===== src/tdcc_pkg.sv =====
// Purpose: Shared constants, register layout and carrier types of the converter control bank
// Assumes: 10 MHz system clock, AXI4-Lite register access with 32-bit data
// Notes: Settling counts round up to whole clock cycles
package tdcc_pkg;

  // System clock period and settling times of the fast oscillator
  localparam int unsigned CLK_PERIOD_NS = 100;
  localparam int unsigned T_SETTLE_A_US = 480;
  localparam int unsigned T_SETTLE_B_US = 1460;
  localparam int unsigned T_SETTLE_C_US = 2440;
  localparam int unsigned T_SETTLE_D_US = 5140;

  // Least time, so round up
  function automatic int unsigned us_to_cycles(input int unsigned us);
    return (us * 1000 + CLK_PERIOD_NS - 1) / CLK_PERIOD_NS;
  endfunction

  localparam int unsigned SETTLE_A_CYC = us_to_cycles(T_SETTLE_A_US);
  localparam int unsigned SETTLE_B_CYC = us_to_cycles(T_SETTLE_B_US);
  localparam int unsigned SETTLE_C_CYC = us_to_cycles(T_SETTLE_C_US);
  localparam int unsigned SETTLE_D_CYC = us_to_cycles(T_SETTLE_D_US);
  localparam int unsigned SETTLE_CNT_W = 16;

  // Register map, byte addresses
  localparam int unsigned ADDR_W = 8;
  localparam logic [7:0] OFS_CONFIG = 8'h00;
  localparam logic [7:0] OFS_STATUS = 8'h04;
  localparam logic [7:0] OFS_RESULT = 8'h08;
  localparam logic [7:0] OFS_COMMAND = 8'h0C;
  localparam logic [2:0] SEL_NONE = 3'h0;
  localparam logic [2:0] SEL_CONFIG = 3'h1;
  localparam logic [2:0] SEL_STATUS = 3'h2;
  localparam logic [2:0] SEL_RESULT = 3'h3;
  localparam logic [2:0] SEL_COMMAND = 3'h4;

  // Serial opcodes accepted through the command register
  localparam logic [7:0] OPC_POWER_ON_RESET = 8'h50;
  localparam logic [7:0] OPC_INIT = 8'h70;

  localparam logic [1:0] RESP_OKAY = 2'h0;
  localparam logic [1:0] RESP_SLVERR = 2'h2;

  localparam int unsigned PRECNT_W = 14;
  localparam logic [13:0] PRECNT_MAX = 14'h3FFF;
  localparam logic [31:0] ERR_VALUE = 32'hFFFFFFFF;

  // Fast oscillator start options
  localparam logic [2:0] START_OFF = 3'h0;
  localparam logic [2:0] START_ON = 3'h1;
  localparam logic [2:0] START_SETTLE_A = 3'h2;
  localparam logic [2:0] START_SETTLE_B = 3'h3;
  localparam logic [2:0] START_SETTLE_C = 3'h4;
  localparam logic [2:0] START_SETTLE_D = 3'h5;

  // Predivider codes
  localparam logic [1:0] DIV_BY_1 = 2'h0;
  localparam logic [1:0] DIV_BY_2 = 2'h1;
  localparam logic [1:0] DIV_BY_4 = 2'h2;

  typedef struct packed {
    logic [18:0] rsvd;
    logic measure_mode2;
    logic twofold_resolution_mode;
    logic fourfold_resolution_mode;
    logic timeout_error_value_enable;
    logic auto_reinit_enable;
    logic phase_noise_disable;
    logic start_noise_enable;
    logic osc32_low_current;
    logic [2:0] fast_osc_start_option;
    logic [1:0] fast_osc_predivider;
  } tdcc_cfg_t;

  localparam logic [31:0] CFG_WMASK = 32'h00001FFF;
  localparam logic [31:0] CFG_RESET = 32'h00000024;

  typedef struct packed {
    logic [23:0] rsvd;
    logic fast_osc_ready;
    logic tdc_timeout_flag;
    logic precounter_timeout_flag;
    logic sensor_open_flag;
    logic sensor_short_flag;
    logic nvm_corrected_flag;
    logic nvm_uncorrectable_flag;
    logic config_matches_nvm_flag;
  } tdcc_status_t;

  // Events from the measurement core, same clock
  typedef struct packed {
    logic nvm_single_err;
    logic nvm_double_err;
    logic sensor_short;
    logic sensor_open;
    logic tdc_overflow;
    logic meas_done;
    logic core_irq;
    logic meas_active;
    logic result_valid;
  } tdcc_evt_t;

  // Controls toward the measurement core
  typedef struct packed {
    logic fast_osc_enable;
    logic fast_osc_ready;
    logic fast_osc_tick;
    logic osc32_low_current;
    logic start_noise_enable;
    logic phase_noise_disable;
    logic twofold_resolution_mode;
    logic fourfold_resolution_mode;
    logic measure_mode2;
    logic init_pulse;
    logic por_pulse;
  } tdcc_ctrl_t;

  typedef enum logic [1:0] {
    OSC_ST_OFF = 2'b00,
    OSC_ST_SETTLE = 2'b01,
    OSC_ST_READY = 2'b10
  } tdcc_osc_state_t;

endpackage


===== src/tdcc_fast_osc.sv =====
// Purpose: Fast oscillator enable, settling wait and predivided tick
// Assumes: Oscillator pin is asynchronous and slower than half the system clock
// Notes: Tick is one system cycle wide per divided oscillator period
`timescale 1ns/1ps
module tdcc_fast_osc import tdcc_pkg::*; #(
  parameter int unsigned SETTLE_A = SETTLE_A_CYC,
  parameter int unsigned SETTLE_B = SETTLE_B_CYC,
  parameter int unsigned SETTLE_C = SETTLE_C_CYC,
  parameter int unsigned SETTLE_D = SETTLE_D_CYC
) (
  input wire logic clk_sys,
  input wire logic rstn,
  input wire logic soft_rst,
  input wire logic fast_oscillator_clock,
  input wire logic [1:0] fast_osc_predivider,
  input wire logic [2:0] fast_osc_start_option,
  input wire logic run_req,
  output logic osc_enable,
  output logic osc_ready,
  output logic osc_tick
);

  function automatic logic [SETTLE_CNT_W-1:0] settle_limit(input logic [2:0] opt);
    case (opt)
      START_SETTLE_A: return SETTLE_CNT_W'(SETTLE_A);
      START_SETTLE_B: return SETTLE_CNT_W'(SETTLE_B);
      START_SETTLE_C: return SETTLE_CNT_W'(SETTLE_C);
      default: return SETTLE_CNT_W'(SETTLE_D);
    endcase
  endfunction

  tdcc_osc_state_t st_q, st_d;
  logic [SETTLE_CNT_W-1:0] cnt_q, cnt_d;
  logic [2:0] sync_q, sync_d;
  logic [1:0] div_q, div_d;
  logic tick_q, tick_d;
  logic want_on;
  logic edge_seen;

  // Oscillator runs when always on, or on demand for the settling options
  assign want_on = (fast_osc_start_option == START_ON) ||
                   ((fast_osc_start_option != START_OFF) && run_req);
  assign edge_seen = sync_q[1] & ~sync_q[2];

  // Next state: synchroniser, settling counter and predivider
  always_comb begin
    sync_d = {sync_q[1:0], fast_oscillator_clock};
    st_d = st_q;
    cnt_d = cnt_q;
    div_d = div_q;
    tick_d = 1'b0;
    case (st_q)
      OSC_ST_OFF: begin
        cnt_d = '0;
        if (want_on) begin
          st_d = (fast_osc_start_option == START_ON) ? OSC_ST_READY : OSC_ST_SETTLE;
        end
      end
      OSC_ST_SETTLE: begin
        cnt_d = cnt_q + 1'b1;
        if (!want_on) begin
          st_d = OSC_ST_OFF;
        end else if (cnt_q == settle_limit(fast_osc_start_option) - 1'b1) begin
          st_d = OSC_ST_READY; // RQ9
        end
      end
      OSC_ST_READY: begin
        if (!want_on) begin
          st_d = OSC_ST_OFF;
        end
      end
      default: st_d = OSC_ST_OFF;
    endcase
    // Divide by 1, 2 or 4 counted in oscillator edges
    if (edge_seen && (st_q == OSC_ST_READY)) begin
      div_d = div_q + 1'b1;
      case (fast_osc_predivider)
        DIV_BY_1: tick_d = 1'b1; // RQ8
        DIV_BY_2: tick_d = div_q[0]; // RQ8
        default: tick_d = div_q == 2'h3; // RQ8
      endcase
    end
    if (soft_rst) begin
      st_d = OSC_ST_OFF;
      cnt_d = '0;
      div_d = '0;
      tick_d = 1'b0;
    end
  end

  always_ff @(posedge clk_sys or negedge rstn) begin
    if (!rstn) begin
      st_q <= OSC_ST_OFF;
      cnt_q <= '0;
      sync_q <= '0;
      div_q <= '0;
      tick_q <= 1'b0;
    end else begin
      st_q <= st_d;
      cnt_q <= cnt_d;
      sync_q <= sync_d;
      div_q <= div_d;
      tick_q <= tick_d;
    end
  end

  assign osc_enable = st_q != OSC_ST_OFF;
  assign osc_ready = st_q == OSC_ST_READY;
  assign osc_tick = tick_q;
endmodule


===== src/tdcc_regs.sv =====
// Purpose: Configuration, status and command bank of the time-to-digital converter
// Assumes: AXI4-Lite master, core events on clk_sys, oscillator pin asynchronous
// Notes: Error flags are sticky until an init or power-on reset; set wins over the init clear
// Operation
// [RQ1] Status shows whether configuration equals the nonvolatile image.
// [RQ2] Flag uncorrectable memory error on multi-bit error.
// [RQ3] Flag corrected memory error on repaired single-bit error.
// [RQ4] Flag shorted temperature sensor.
// [RQ5] Flag open temperature sensor.
// [RQ6] Mode two: flag overflow of the 14-bit precounter.
// [RQ7] Flag converter overflow before the measurement completes.
// [RQ8] Predivider code 0 passes, 1 halves, 2 quarters the fast clock.
// [RQ9] Fast oscillator off, on, or on with 480us/1.46/2.44/5.14ms settling.
// [RQ10] Current option bit for the 32 kHz oscillator.
// [RQ11] Start noise enable injects extra noise on the start channel.
// [RQ12] Disable bit turns off the phase noise generator.
// [RQ13] Auto re-init runs an init after every interrupt.
// [RQ14] With error value on, a timeout writes all ones as result.
// [RQ15] Fourfold resolution, only in measurement mode two.
// [RQ16] Twofold resolution in both measurement modes.
// [RQ17] Host does power-on reset, configuration write, then init.
// [RQ18] Status register readable at any time, all flags in one word.
// [RQ19] Opcode 0x50 resets the whole device including configuration.
// [RQ20] Opcode 0x70 prepares a measurement, configuration kept.
`timescale 1ns/1ps
module tdcc_regs import tdcc_pkg::*; #(
  parameter int unsigned SETTLE_A = SETTLE_A_CYC,
  parameter int unsigned SETTLE_B = SETTLE_B_CYC,
  parameter int unsigned SETTLE_C = SETTLE_C_CYC,
  parameter int unsigned SETTLE_D = SETTLE_D_CYC
) (
  input wire logic clk_sys,
  input wire logic rstn,
  input wire logic [7:0] s_axi_awaddr,
  input wire logic s_axi_awvalid,
  output logic s_axi_awready,
  input wire logic [31:0] s_axi_wdata,
  input wire logic [3:0] s_axi_wstrb,
  input wire logic s_axi_wvalid,
  output logic s_axi_wready,
  output logic [1:0] s_axi_bresp,
  output logic s_axi_bvalid,
  input wire logic s_axi_bready,
  input wire logic [7:0] s_axi_araddr,
  input wire logic s_axi_arvalid,
  output logic s_axi_arready,
  output logic [31:0] s_axi_rdata,
  output logic [1:0] s_axi_rresp,
  output logic s_axi_rvalid,
  input wire logic s_axi_rready,
  input wire logic fast_oscillator_clock,
  input wire tdcc_evt_t core_evt,
  input wire logic [31:0] core_result,
  input wire logic [31:0] nvm_config,
  output tdcc_ctrl_t core_ctrl
);

  // Address decode shared by the read and write paths
  function automatic logic [2:0] reg_sel(input logic [7:0] addr);
    case (addr)
      OFS_CONFIG: return SEL_CONFIG;
      OFS_STATUS: return SEL_STATUS;
      OFS_RESULT: return SEL_RESULT;
      OFS_COMMAND: return SEL_COMMAND;
      default: return SEL_NONE;
    endcase
  endfunction

  function automatic logic [31:0] merge_bytes(input logic [31:0] old, input logic [31:0] nw,
                                              input logic [3:0] strb);
    logic [31:0] r;
    r = old;
    for (int i = 0; i < 4; i++) begin
      if (strb[i]) begin
        r[i*8 +: 8] = nw[i*8 +: 8];
      end
    end
    return r;
  endfunction

  logic aw_vld_q, aw_vld_d, w_vld_q, w_vld_d, b_vld_q, b_vld_d, r_vld_q, r_vld_d;
  logic [7:0] aw_addr_q, aw_addr_d;
  logic [31:0] w_data_q, w_data_d, r_data_q, r_data_d, result_q, result_d;
  logic [3:0] w_strb_q, w_strb_d;
  logic [1:0] b_resp_q, b_resp_d, r_resp_q, r_resp_d;
  tdcc_cfg_t cfg_q, cfg_d;
  tdcc_status_t stat_q, stat_d;
  tdcc_ctrl_t ctrl_q, ctrl_d;
  logic [PRECNT_W-1:0] precnt_q, precnt_d;
  logic init_q, init_d, por_q, por_d, run_q, run_d;
  logic wr_fire, cmd_init, precnt_ovf, timeout_now;
  logic osc_enable, osc_ready, osc_tick;

  tdcc_fast_osc #(
    .SETTLE_A(SETTLE_A),
    .SETTLE_B(SETTLE_B),
    .SETTLE_C(SETTLE_C),
    .SETTLE_D(SETTLE_D)
  ) u_fast_osc (
    .clk_sys(clk_sys),
    .rstn(rstn),
    .soft_rst(por_q),
    .fast_oscillator_clock(fast_oscillator_clock),
    .fast_osc_predivider(cfg_q.fast_osc_predivider),
    .fast_osc_start_option(cfg_q.fast_osc_start_option),
    .run_req(run_q),
    .osc_enable(osc_enable),
    .osc_ready(osc_ready),
    .osc_tick(osc_tick)
  );

  // One transaction per channel in flight; response blocks new addresses
  assign s_axi_awready = !aw_vld_q && !b_vld_q;
  assign s_axi_wready = !w_vld_q && !b_vld_q;
  assign s_axi_arready = !r_vld_q;
  assign wr_fire = aw_vld_q && w_vld_q && !b_vld_q;

  // Precounter overflow only counts in mode two while the core measures
  assign precnt_ovf = cfg_q.measure_mode2 && core_evt.meas_active && osc_tick && (precnt_q == PRECNT_MAX);
  assign timeout_now = stat_q.tdc_timeout_flag || stat_q.precounter_timeout_flag ||
                       (core_evt.tdc_overflow && !core_evt.meas_done) || precnt_ovf;

  // Bus slave, configuration, commands and sticky status
  always_comb begin
    aw_vld_d = aw_vld_q;
    aw_addr_d = aw_addr_q;
    w_vld_d = w_vld_q;
    w_data_d = w_data_q;
    w_strb_d = w_strb_q;
    b_vld_d = b_vld_q;
    b_resp_d = b_resp_q;
    r_vld_d = r_vld_q;
    r_data_d = r_data_q;
    r_resp_d = r_resp_q;
    cfg_d = cfg_q;
    por_d = 1'b0;
    cmd_init = 1'b0;
    if (s_axi_awvalid && s_axi_awready) begin
      aw_vld_d = 1'b1;
      aw_addr_d = s_axi_awaddr;
    end
    if (s_axi_wvalid && s_axi_wready) begin
      w_vld_d = 1'b1;
      w_data_d = s_axi_wdata;
      w_strb_d = s_axi_wstrb;
    end
    if (wr_fire) begin
      aw_vld_d = 1'b0;
      w_vld_d = 1'b0;
      b_vld_d = 1'b1;
      b_resp_d = RESP_OKAY;
      case (reg_sel(aw_addr_q))
        SEL_CONFIG: cfg_d = merge_bytes(cfg_q, w_data_q, w_strb_q) & CFG_WMASK;
        SEL_COMMAND: begin
          if (w_strb_q[0] && w_data_q[7:0] == OPC_POWER_ON_RESET) begin
            por_d = 1'b1; // RQ19
          end else if (w_strb_q[0] && w_data_q[7:0] == OPC_INIT) begin
            cmd_init = 1'b1; // RQ20
          end else begin
            b_resp_d = RESP_SLVERR;
          end
        end
        SEL_STATUS, SEL_RESULT: b_resp_d = RESP_OKAY;
        default: b_resp_d = RESP_SLVERR;
      endcase
    end
    if (s_axi_bvalid && s_axi_bready) begin
      b_vld_d = 1'b0;
    end
    if (s_axi_arvalid && s_axi_arready) begin
      r_vld_d = 1'b1;
      r_resp_d = RESP_OKAY;
      case (reg_sel(s_axi_araddr))
        SEL_CONFIG: r_data_d = cfg_q;
        SEL_STATUS: r_data_d = stat_q; // RQ18
        SEL_RESULT: r_data_d = result_q;
        SEL_COMMAND: r_data_d = '0;
        default: begin
          r_data_d = '0;
          r_resp_d = RESP_SLVERR;
        end
      endcase
    end else if (s_axi_rvalid && s_axi_rready) begin
      r_vld_d = 1'b0;
    end
    // Init from the bus or after an interrupt when auto re-init is on
    init_d = cmd_init || (core_evt.core_irq && cfg_q.auto_reinit_enable); // RQ13
    run_d = (run_q && !core_evt.core_irq) || init_q;
    // Sticky flags: an event in the clearing cycle survives
    stat_d = stat_q;
    if (init_q) begin
      stat_d.nvm_uncorrectable_flag = 1'b0;
      stat_d.nvm_corrected_flag = 1'b0;
      stat_d.sensor_short_flag = 1'b0;
      stat_d.sensor_open_flag = 1'b0;
      stat_d.precounter_timeout_flag = 1'b0;
      stat_d.tdc_timeout_flag = 1'b0;
    end
    stat_d.nvm_uncorrectable_flag = stat_d.nvm_uncorrectable_flag | core_evt.nvm_double_err; // RQ2
    stat_d.nvm_corrected_flag = stat_d.nvm_corrected_flag | core_evt.nvm_single_err; // RQ3
    stat_d.sensor_short_flag = stat_d.sensor_short_flag | core_evt.sensor_short; // RQ4
    stat_d.sensor_open_flag = stat_d.sensor_open_flag | core_evt.sensor_open; // RQ5
    stat_d.precounter_timeout_flag = stat_d.precounter_timeout_flag | precnt_ovf; // RQ6
    stat_d.tdc_timeout_flag = stat_d.tdc_timeout_flag | (core_evt.tdc_overflow && !core_evt.meas_done); // RQ7
    stat_d.config_matches_nvm_flag = (cfg_q == nvm_config); // RQ1
    stat_d.fast_osc_ready = osc_ready;
    stat_d.rsvd = '0;
    // Precounter restarts with every measurement
    if (!core_evt.meas_active || init_q) begin
      precnt_d = '0;
    end else if (osc_tick) begin
      precnt_d = precnt_q + 1'b1; // RQ6
    end else begin
      precnt_d = precnt_q;
    end
    // Error pattern replaces a timed-out result
    result_d = result_q;
    if (core_evt.result_valid) begin
      result_d = (cfg_q.timeout_error_value_enable && timeout_now) ? ERR_VALUE : core_result; // RQ14
    end
    if (por_q) begin
      cfg_d = CFG_RESET; // RQ19
      stat_d = '0;
      result_d = '0;
      precnt_d = '0;
      run_d = 1'b0;
      init_d = 1'b0;
    end
  end

  // Outputs to the core are registered so they do not glitch
  always_comb begin
    ctrl_d.fast_osc_enable = osc_enable; // RQ9
    ctrl_d.fast_osc_ready = osc_ready;
    ctrl_d.fast_osc_tick = osc_tick; // RQ8
    ctrl_d.osc32_low_current = cfg_q.osc32_low_current; // RQ10
    ctrl_d.start_noise_enable = cfg_q.start_noise_enable; // RQ11
    ctrl_d.phase_noise_disable = cfg_q.phase_noise_disable; // RQ12
    ctrl_d.twofold_resolution_mode = cfg_q.twofold_resolution_mode; // RQ16
    // A fourfold request in mode one is held off, not passed to the core
    ctrl_d.fourfold_resolution_mode = cfg_q.fourfold_resolution_mode && cfg_q.measure_mode2; // RQ15
    ctrl_d.measure_mode2 = cfg_q.measure_mode2;
    ctrl_d.init_pulse = init_q; // RQ20
    ctrl_d.por_pulse = por_q; // RQ19
  end

  always_ff @(posedge clk_sys or negedge rstn) begin
    if (!rstn) begin
      aw_vld_q <= 1'b0;
      aw_addr_q <= '0;
      w_vld_q <= 1'b0;
      w_data_q <= '0;
      w_strb_q <= '0;
      b_vld_q <= 1'b0;
      b_resp_q <= RESP_OKAY;
      r_vld_q <= 1'b0;
      r_data_q <= '0;
      r_resp_q <= RESP_OKAY;
      cfg_q <= CFG_RESET;
      stat_q <= '0;
      ctrl_q <= '0;
      precnt_q <= '0;
      result_q <= '0;
      init_q <= 1'b0;
      por_q <= 1'b0;
      run_q <= 1'b0;
    end else begin
      aw_vld_q <= aw_vld_d;
      aw_addr_q <= aw_addr_d;
      w_vld_q <= w_vld_d;
      w_data_q <= w_data_d;
      w_strb_q <= w_strb_d;
      b_vld_q <= b_vld_d;
      b_resp_q <= b_resp_d;
      r_vld_q <= r_vld_d;
      r_data_q <= r_data_d;
      r_resp_q <= r_resp_d;
      cfg_q <= cfg_d;
      stat_q <= stat_d;
      ctrl_q <= ctrl_d;
      precnt_q <= precnt_d;
      result_q <= result_d;
      init_q <= init_d;
      por_q <= por_d;
      run_q <= run_d;
    end
  end

  assign s_axi_bvalid = b_vld_q;
  assign s_axi_bresp = b_resp_q;
  assign s_axi_rvalid = r_vld_q;
  assign s_axi_rdata = r_data_q;
  assign s_axi_rresp = r_resp_q;
  assign core_ctrl = ctrl_q;
endmodule


===== config.mk =====
export PLATFORM = sky130hd
export DESIGN_NAME = tdcc_regs
export DESIGN_NICKNAME = d
export VERILOG_FILES = /design/src/tdcc_pkg.sv /design/src/tdcc_fast_osc.sv /design/src/tdcc_regs.sv
export SDC_FILE = /design/constraint.sdc
export NUM_CORES = 1
export LEC_CHECK = 0
export BUFFER_PORTS_ARGS = -buffer_cell sky130_fd_sc_hd__buf_2
export CAP_MARGIN = 25
export CORE_MARGIN = 2
export CORE_UTILIZATION = 45
export DETAILED_ROUTE_END_ITERATION = 7
export GPL_TIMING_DRIVEN = 1
export PLACE_DENSITY_LB_ADDON = 0.3
export SETUP_SLACK_MARGIN = 0.4
export SLEW_MARGIN = 20
export SYNTH_ARGS = -nofsm -noshare
export SYNTH_HDL_FRONTEND = slang
export SYNTH_SLANG_ARGS = --single-unit

===== constraint.sdc =====
create_clock -name clk_sys -period 3.25 [get_ports clk_sys]
set_input_delay 0.8125 -clock clk_sys [delete_from_list [all_inputs] [get_ports clk_sys]]
set_output_delay 0.8125 -clock clk_sys [all_outputs]
set_load 0.005 [all_outputs]

==> results.tsv, run 1 <==
metric	value	unit
Tmin final	2.65	ns
FF-to-FF setup slack	0.60	ns
placed wire-length estimate	12.7	mm
register share of total power	0.454	
internal power	4.12	mW
DRT iter0 DRCs	342	
flops & latches, synth	166	
WL final	18.1	mm
Non-Filler Instances	1128	
run status	complete, no violations	
crit end category	flip-flop	
routed via count	5949	
chip width	135	um
worst-path cell chain	nor3b_1, buf_4, inv_1, ha_1, ha_1, xnor2_1, nor4_1, o21ai_0, nand4b_1, mux2i_1	
TritonCTS buffer count	17	
CP Data Required Time	3.56	ns
Ports	185	
cell type with the largest total area after synthesis	dfrtp_1	
LEAKAGE	4.48	nW
Max Slew Vio Count	0	
dominant synthesized flop cell	dfrtp_1	
Setup CP Type	flip-flop to flip-flop	
Nets	1024	
RSZ-0062 raised after global routing	no	
Max Freq	0.378	GHz
routing usage on met3	0.0730	
worst rel slew slack	0.509	
DR WL/cell	16.1	um
number of flops mapped to enable cells by yosys	0	
Antenna Nets Post-Route	0	
sw frac	0.266	
DR vias/cell	5.27	
proportion of layout cells with a drive suffix above 1	0.304	
yosys warns	0	
Async S/R FF share, synth	1.00	
sequential-to-total area share from yosys stat	0.535	
average cell area after synthesis	10.6	um2
most used cell, CP	ha_1	
setup TNS	0	ns
Reg-to-Reg End	u_fast_osc.st_q[1]	
gr usage total	0.209	
Pre-antenna DRT Iters	4	
Die H	135	um
TritonCTS clock tree	done	
# setup viols final	0	
Worst Skew	0.00751	ns
crit path launch type	flip-flop	
clock latency on the worst-skew pair	0.42	ns
first-pass GRT wire length	30.0	mm
most frequent cells in the layout	dfrtp_1, buf_2, nor2_1, nand2_1, o21ai_0	
Port-buffer cells	161	
# DRC	0	
vias in the first global route	5824	
Clock power frac	0.392	
clk slew on worst S/H paths	0.07	ns
combinational fraction of design power	0.154	
final hold vios	0	
HP Class	primary input to asynchronous set/reset pin	
synthesized area	7770	um2
cells on worst reg2reg path	10	
grt ovf	0	
Most Crowded Layer GR	met2	
Area contributors post-synth	dfrtp_1, a311oi_2, nor2_1	
commonest non-fill, non-tap cell in the layout	dfrtp_1	
Max-Cap Viols	0	
CP arrival	2.95	ns
met2 track demand over resource	0.323	
worst-margin pin slew	0.736	ns
worst-path fanout max	14	
Synth Instances	735	
Inst Count DP	1091	
Root Buffer Master	clkbuf_16	
initial core utilization	0.454	
die area	18300	um2
largest net degree at the start of global routing	65	
CTS H-tree depth	4	
Area growth, synth to finish	21.3	%
CTS max path bufs	2	
synth unique cells	60	
pwr/cell area	595	nW/um2
met1 GRT Util	0.282	
hold-fix buffers at CTS	0	
Yosys top cell area share	0.528	
Core Region	17100	um2
GP Congestion	0.898	
Final Power	5.61	mW
initial antenna violation count	6	
# rows	48	
worst vdd ir	0.467	mV
Psw	1.49	mW
final period utilization	0.814	
crit path max-delay cell type	dfrtp_1	
worst r2r src	cfg_q[3]	
largest stage delay on the critical path	0.53	ns
clock tree sinks	166	
-- layer usage --
layer | wire length (um) | up-vias
met5 | 28 | -
met4 | 176 | 4
met1 | 8360 | 2863
met2 | 8180 | 169
li1 | - | 2895
met3 | 1380 | 18
-- power by group through the flow --
stage          Combinational (mW)  Sequential (mW)  Clock [mW]
2_1_floorplan               0.641             2.51           0
6_report                    0.866             2.55        2.20
5_1_grt                     0.979             2.59        2.33
3_3_place_gp                0.857             2.57           0
4_1_cts                     0.880             2.55        2.24
3_5_place_dp                0.873             2.58           0
-- flip-flops by register name, summed over array words and instances (netlist names), 3 cells and up --
signal	flops
precnt_q	14
u_fast_osc.cnt_q	16
u_fast_osc.sync_q	3
aw_addr_q	8
s_axi_rdata	32
w_data_q	13
core_ctrl	11
cfg_q	13
stat_q	8
result_q	32
-- per-stage QoR --
| step | cell area (um2) | hold slack, ns | util | setup slack [ns] |
|---|---|---|---|---|
| final | 9430 | 0.364 | 0.551 | 0.604 |
| after global routing | 9420 | 0.370 | 0.551 | 0.405 |
| after CTS | 9410 | 0.365 | 0.550 | 0.550 |
| after detailed placement | 8760 | 0.336 | 0.512 | 0.657 |
| after global placement | 8760 | 0.342 | 0.512 | 0.684 |
| after floorplan | 7780 | 0.331 | - | 0.902 |
-- synth_stat cells, types with 2 or more instances --
cell and count:
a21o_1 2, a21oi_1 26, a22o_1 20, a311oi_1 3, a311oi_2 30, a31oi_1 8, and2_1 4, and3_1 2
and3b_1 2, buf_1 5, buf_12 3, buf_2 4, buf_4 2, clkbuf_1 29, dfrtp_1 164, dfstp_2 2
ha_1 5, inv_1 43, mux2_2 23, mux2i_1 16, nand2_1 66, nand2b_1 15, nand3_1 8, nand3b_1 3
nand4_1 14, nand4b_1 3, nor2_1 78, nor2b_1 5, nor3_1 7, nor3b_1 3, nor4_1 15, o21a_1 3
o21ai_0 57, o22ai_1 3, o31ai_1 2, or3_1 7, xnor2_1 9, xor2_1 22
-- cell families (layout without fill, tap and decap cells) --
family                   after synthesis  count (layout)  share of synthesized area
AND/OR/NAND/NOR                      243             243                      0.154
flip-flops                           166             166                      0.535
AO/OA/AOI/OAI                        164             164                      0.164
buffers and inverters                 86             249                     0.0494
multiplexers                          39              39                     0.0539
XOR/XNOR                              31              31                     0.0349
adder cells (fa/ha/maj)                5               5                    0.00805
other                                  1               6                   0.000482
-- area by class of cell --
class                           instances  area [um2]
Timing Repair Buffer                  174         935
Inverter                               43         161
Multi-Input combinational cell        484        3240
Sequential cell                       166        4160
Antenna cell                            4        10.0
Tap cell                              225         282
Clock buffer                           19         453
Clock inverter                         13         195
Fill cell                            1518        7690
-- how the worst max path moves through the flow --
| stage | start | to | slack, ns | cells past startpoint |
|---|---|---|---|---|
| final | cfg_q[3] | u_fast_osc.st_q[1] | 0.60 | 10 |
| after detailed placement | cfg_q[4] | u_fast_osc.st_q[1] | 0.66 | 10 |
| after global routing | cfg_q[3] | u_fast_osc.st_q[1] | 0.41 | 10 |
| after CTS | cfg_q[4] | u_fast_osc.st_q[1] | 0.55 | 10 |
| after floorplan | cfg_q[2] | u_fast_osc.st_q[1] | 0.90 | 9 |
| after global placement | cfg_q[4] | u_fast_osc.st_q[1] | 0.68 | 10 |
-- critical path: cells and delay by family, from the launching register on --
kind                       cells  cell delay (ns)
muxes                          1             0.15
AOI/OAI and AO/OA              1             0.16
xor gates and xnor gates       1             0.13
adders and majority gates      2             0.54
buffers and inverters          2             0.23
and+or+nand+nor                3             0.79
DFF                            1             0.53
-- repair_timing --
action                     4_1_cts  5_1_grt
resized for setup                0        1
setup buffers                    0        0
setup endpoints to repair        0        1
Note: power is estimated with default switching activity, not from simulation.
==> inputs of run 2 (changes only) <==
Clock period 3.25 ns to 2.3 ns, I/O delays scaled along.
==> run 2 against run 1 <==
  * Count of clock-buffer cells in the layout fell by 2
  * Flip-flop and latch count did not move
  * Via count rose by 3.8%
  * Highest routed layer unchanged
  * Critical endpoint unchanged
  * Worst setup slack got worse by 0.45 ns
  * Sequential power rose by 41%
==> results.tsv, run 2 (same netlist as run 1, synthesis figures left out) <==
metric	value	unit	change
final hold vios	0		unchanged
final period utilization	0.933		+0.119
worst vdd ir	0.606	mV	+30%
worst-margin pin slew	0.612	ns	-0.124 ns
# rows	48		unchanged
# setup viols final	0		unchanged
clock latency on the worst-skew pair	0.43	ns	about the same
Die H	135	um	unchanged
Nets	1050		+2.5%
most used cell, CP	ha_4		
TritonCTS buffer count	17		unchanged
crit path launch type	flip-flop		
GP Congestion	0.842		-6.3%
Max-Cap Viols	0		unchanged
worst-path cell chain	nor3b_4, inv_2, ha_4, ha_4, xnor2_2, nor4_1, o21ai_1, nand4b_1, mux2i_1		
worst-path fanout max	4		-10
Worst Skew	0.00991	ns	+0.00240 ns
proportion of layout cells with a drive suffix above 1	0.346		+0.0423
RSZ-0062 raised after global routing	yes		
DR WL/cell	17.0	um	+5.6%
Core Region	17100	um2	unchanged
CP Data Required Time	2.61	ns	-0.95 ns
WL final	19.6	mm	+8.0%
Area growth, synth to finish	25.8	%	
commonest non-fill, non-tap cell in the layout	buf_2		
LEAKAGE	4.59	nW	+2.6%
Tmin final	2.15	ns	-0.501 ns
DR vias/cell	5.35		+1.4%
Max Freq	0.466	GHz	+23%
Most Crowded Layer GR	met2		
Max Slew Vio Count	0		unchanged
grt ovf	0		unchanged
Pre-antenna DRT Iters	4		unchanged
crit path max-delay cell type	dfrtp_2		
vias in the first global route	5893		+1.2%
met2 track demand over resource	0.345		+0.0223
chip width	135	um	unchanged
run status	complete, no violations		
crit end category	flip-flop		
DRT iter0 DRCs	282		-18%
routing usage on met3	0.0643		-0.00860
Root Buffer Master	clkbuf_16		
CTS max path bufs	2		unchanged
Setup CP Type	flip-flop to flip-flop		
# DRC	0		unchanged
CP arrival	2.46	ns	-0.49 ns
Final Hold Slack	0.0939	ns	-0.270 ns
Ports	185		unchanged
most frequent cells in the layout	buf_2, dfrtp_1, nor2_1, nand2_1, o21ai_0		
initial core utilization	0.454		unchanged
routed via count	6173		+3.8%
setup TNS	0	ns	unchanged
placed wire-length estimate	13.3	mm	+4.3%
die area	18300	um2	unchanged
HP Class	primary input to asynchronous set/reset pin		
met1 GRT Util	0.294		+0.0119
clock tree sinks	166		unchanged
Port-buffer cells	161		unchanged
worst rel slew slack	0.591		+0.0815
pwr/cell area	798	nW/um2	+34%
initial antenna violation count	7		+1
CTS H-tree depth	4		unchanged
clk slew on worst S/H paths	0.07	ns	about the same
largest net degree at the start of global routing	65		unchanged
TritonCTS clock tree	done		
largest stage delay on the critical path	0.47	ns	-0.06 ns
gr usage total	0.217		+0.00844
first-pass GRT wire length	31.0	mm	+3.6%
Antenna Nets Post-Route	0		unchanged
Final Power	7.80	mW	+39%
[run 2: repair_timing]
item | 4_1_cts | 5_1_grt
buffers inserted | 5 | 5
hold buffers | 0 | 0
pin swaps | 13 | 34
setup endpoints to repair | 48 | 50
gates cloned | 3 | 1
gates resized for setup | 14 | 14
[run 2: through the flow]
stage / instances / worst slack (ns) / area (um2) / utilization
3_3_place_gp: 1104 / 0.168 / 8940 / 0.522
5_1_grt: 1151 / 0.0375 / 9770 / 0.571
2_1_floorplan: 736 / 0.320 / 7850 / -
4_1_cts: 1144 / 0.216 / 9660 / 0.564
6_report: 1154 / 0.154 / 9780 / 0.571
3_5_place_dp: 1104 / 0.165 / 8940 / 0.522
[run 2: final cells by class]
class                           count  area (um2)
Fill cell                        1495        7340
Tap cell                          225         282
Inverter                           43         161
Clock buffer                       17         425
Timing Repair Buffer              196        1130
Clock inverter                     15         161
Multi-Input combinational cell    488        3450
Antenna cell                        4        10.0
Sequential cell                   166        4160
[run 2: metal layers]
metal,up-vias,routed length [um]
li1,2965,-
met1,3016,8750
met2,165,9270
met3,21,1370
met4,6,156
met5,-,34
[run 2: path summary, 6_finish.rpt]
check                                       from              endpoint  slack [ns]  cells past startpoint
min in group clk_sys       fast_oscillator_clock  u_fast_osc.sync_q[0]        0.25                      1
max in group asynchronous                   rstn              cfg_q[5]        1.48                      2
min                                         rstn       s_axi_rdata[30]        0.09                      1
max reg2reg                             cfg_q[3]    u_fast_osc.st_q[1]        0.15                      9
min reg2reg                 u_fast_osc.sync_q[0]  u_fast_osc.sync_q[1]        0.35                      0
max                                     cfg_q[3]    u_fast_osc.st_q[1]        0.15                      9
[run 2: power by group]
group	internal (mW)	total (mW)	switching (mW)	leakage (nW)
clock	1.54	2.83	1.29	0.272
sequential	3.30	3.60	0.299	2.11
combinational	0.702	1.37	0.672	2.21
total	5.54	7.80	2.26	4.59
[run 2: critical path, delay by kind of cell (launching register included)]
family / cells / cell delay (ns)
flops: 1 / 0.47
buf+inv: 1 / 0.08
xor+xnor: 1 / 0.13
compound gates: 1 / 0.15
mux: 1 / 0.15
simple gates: 3 / 0.71
fa+ha+maj: 2 / 0.34
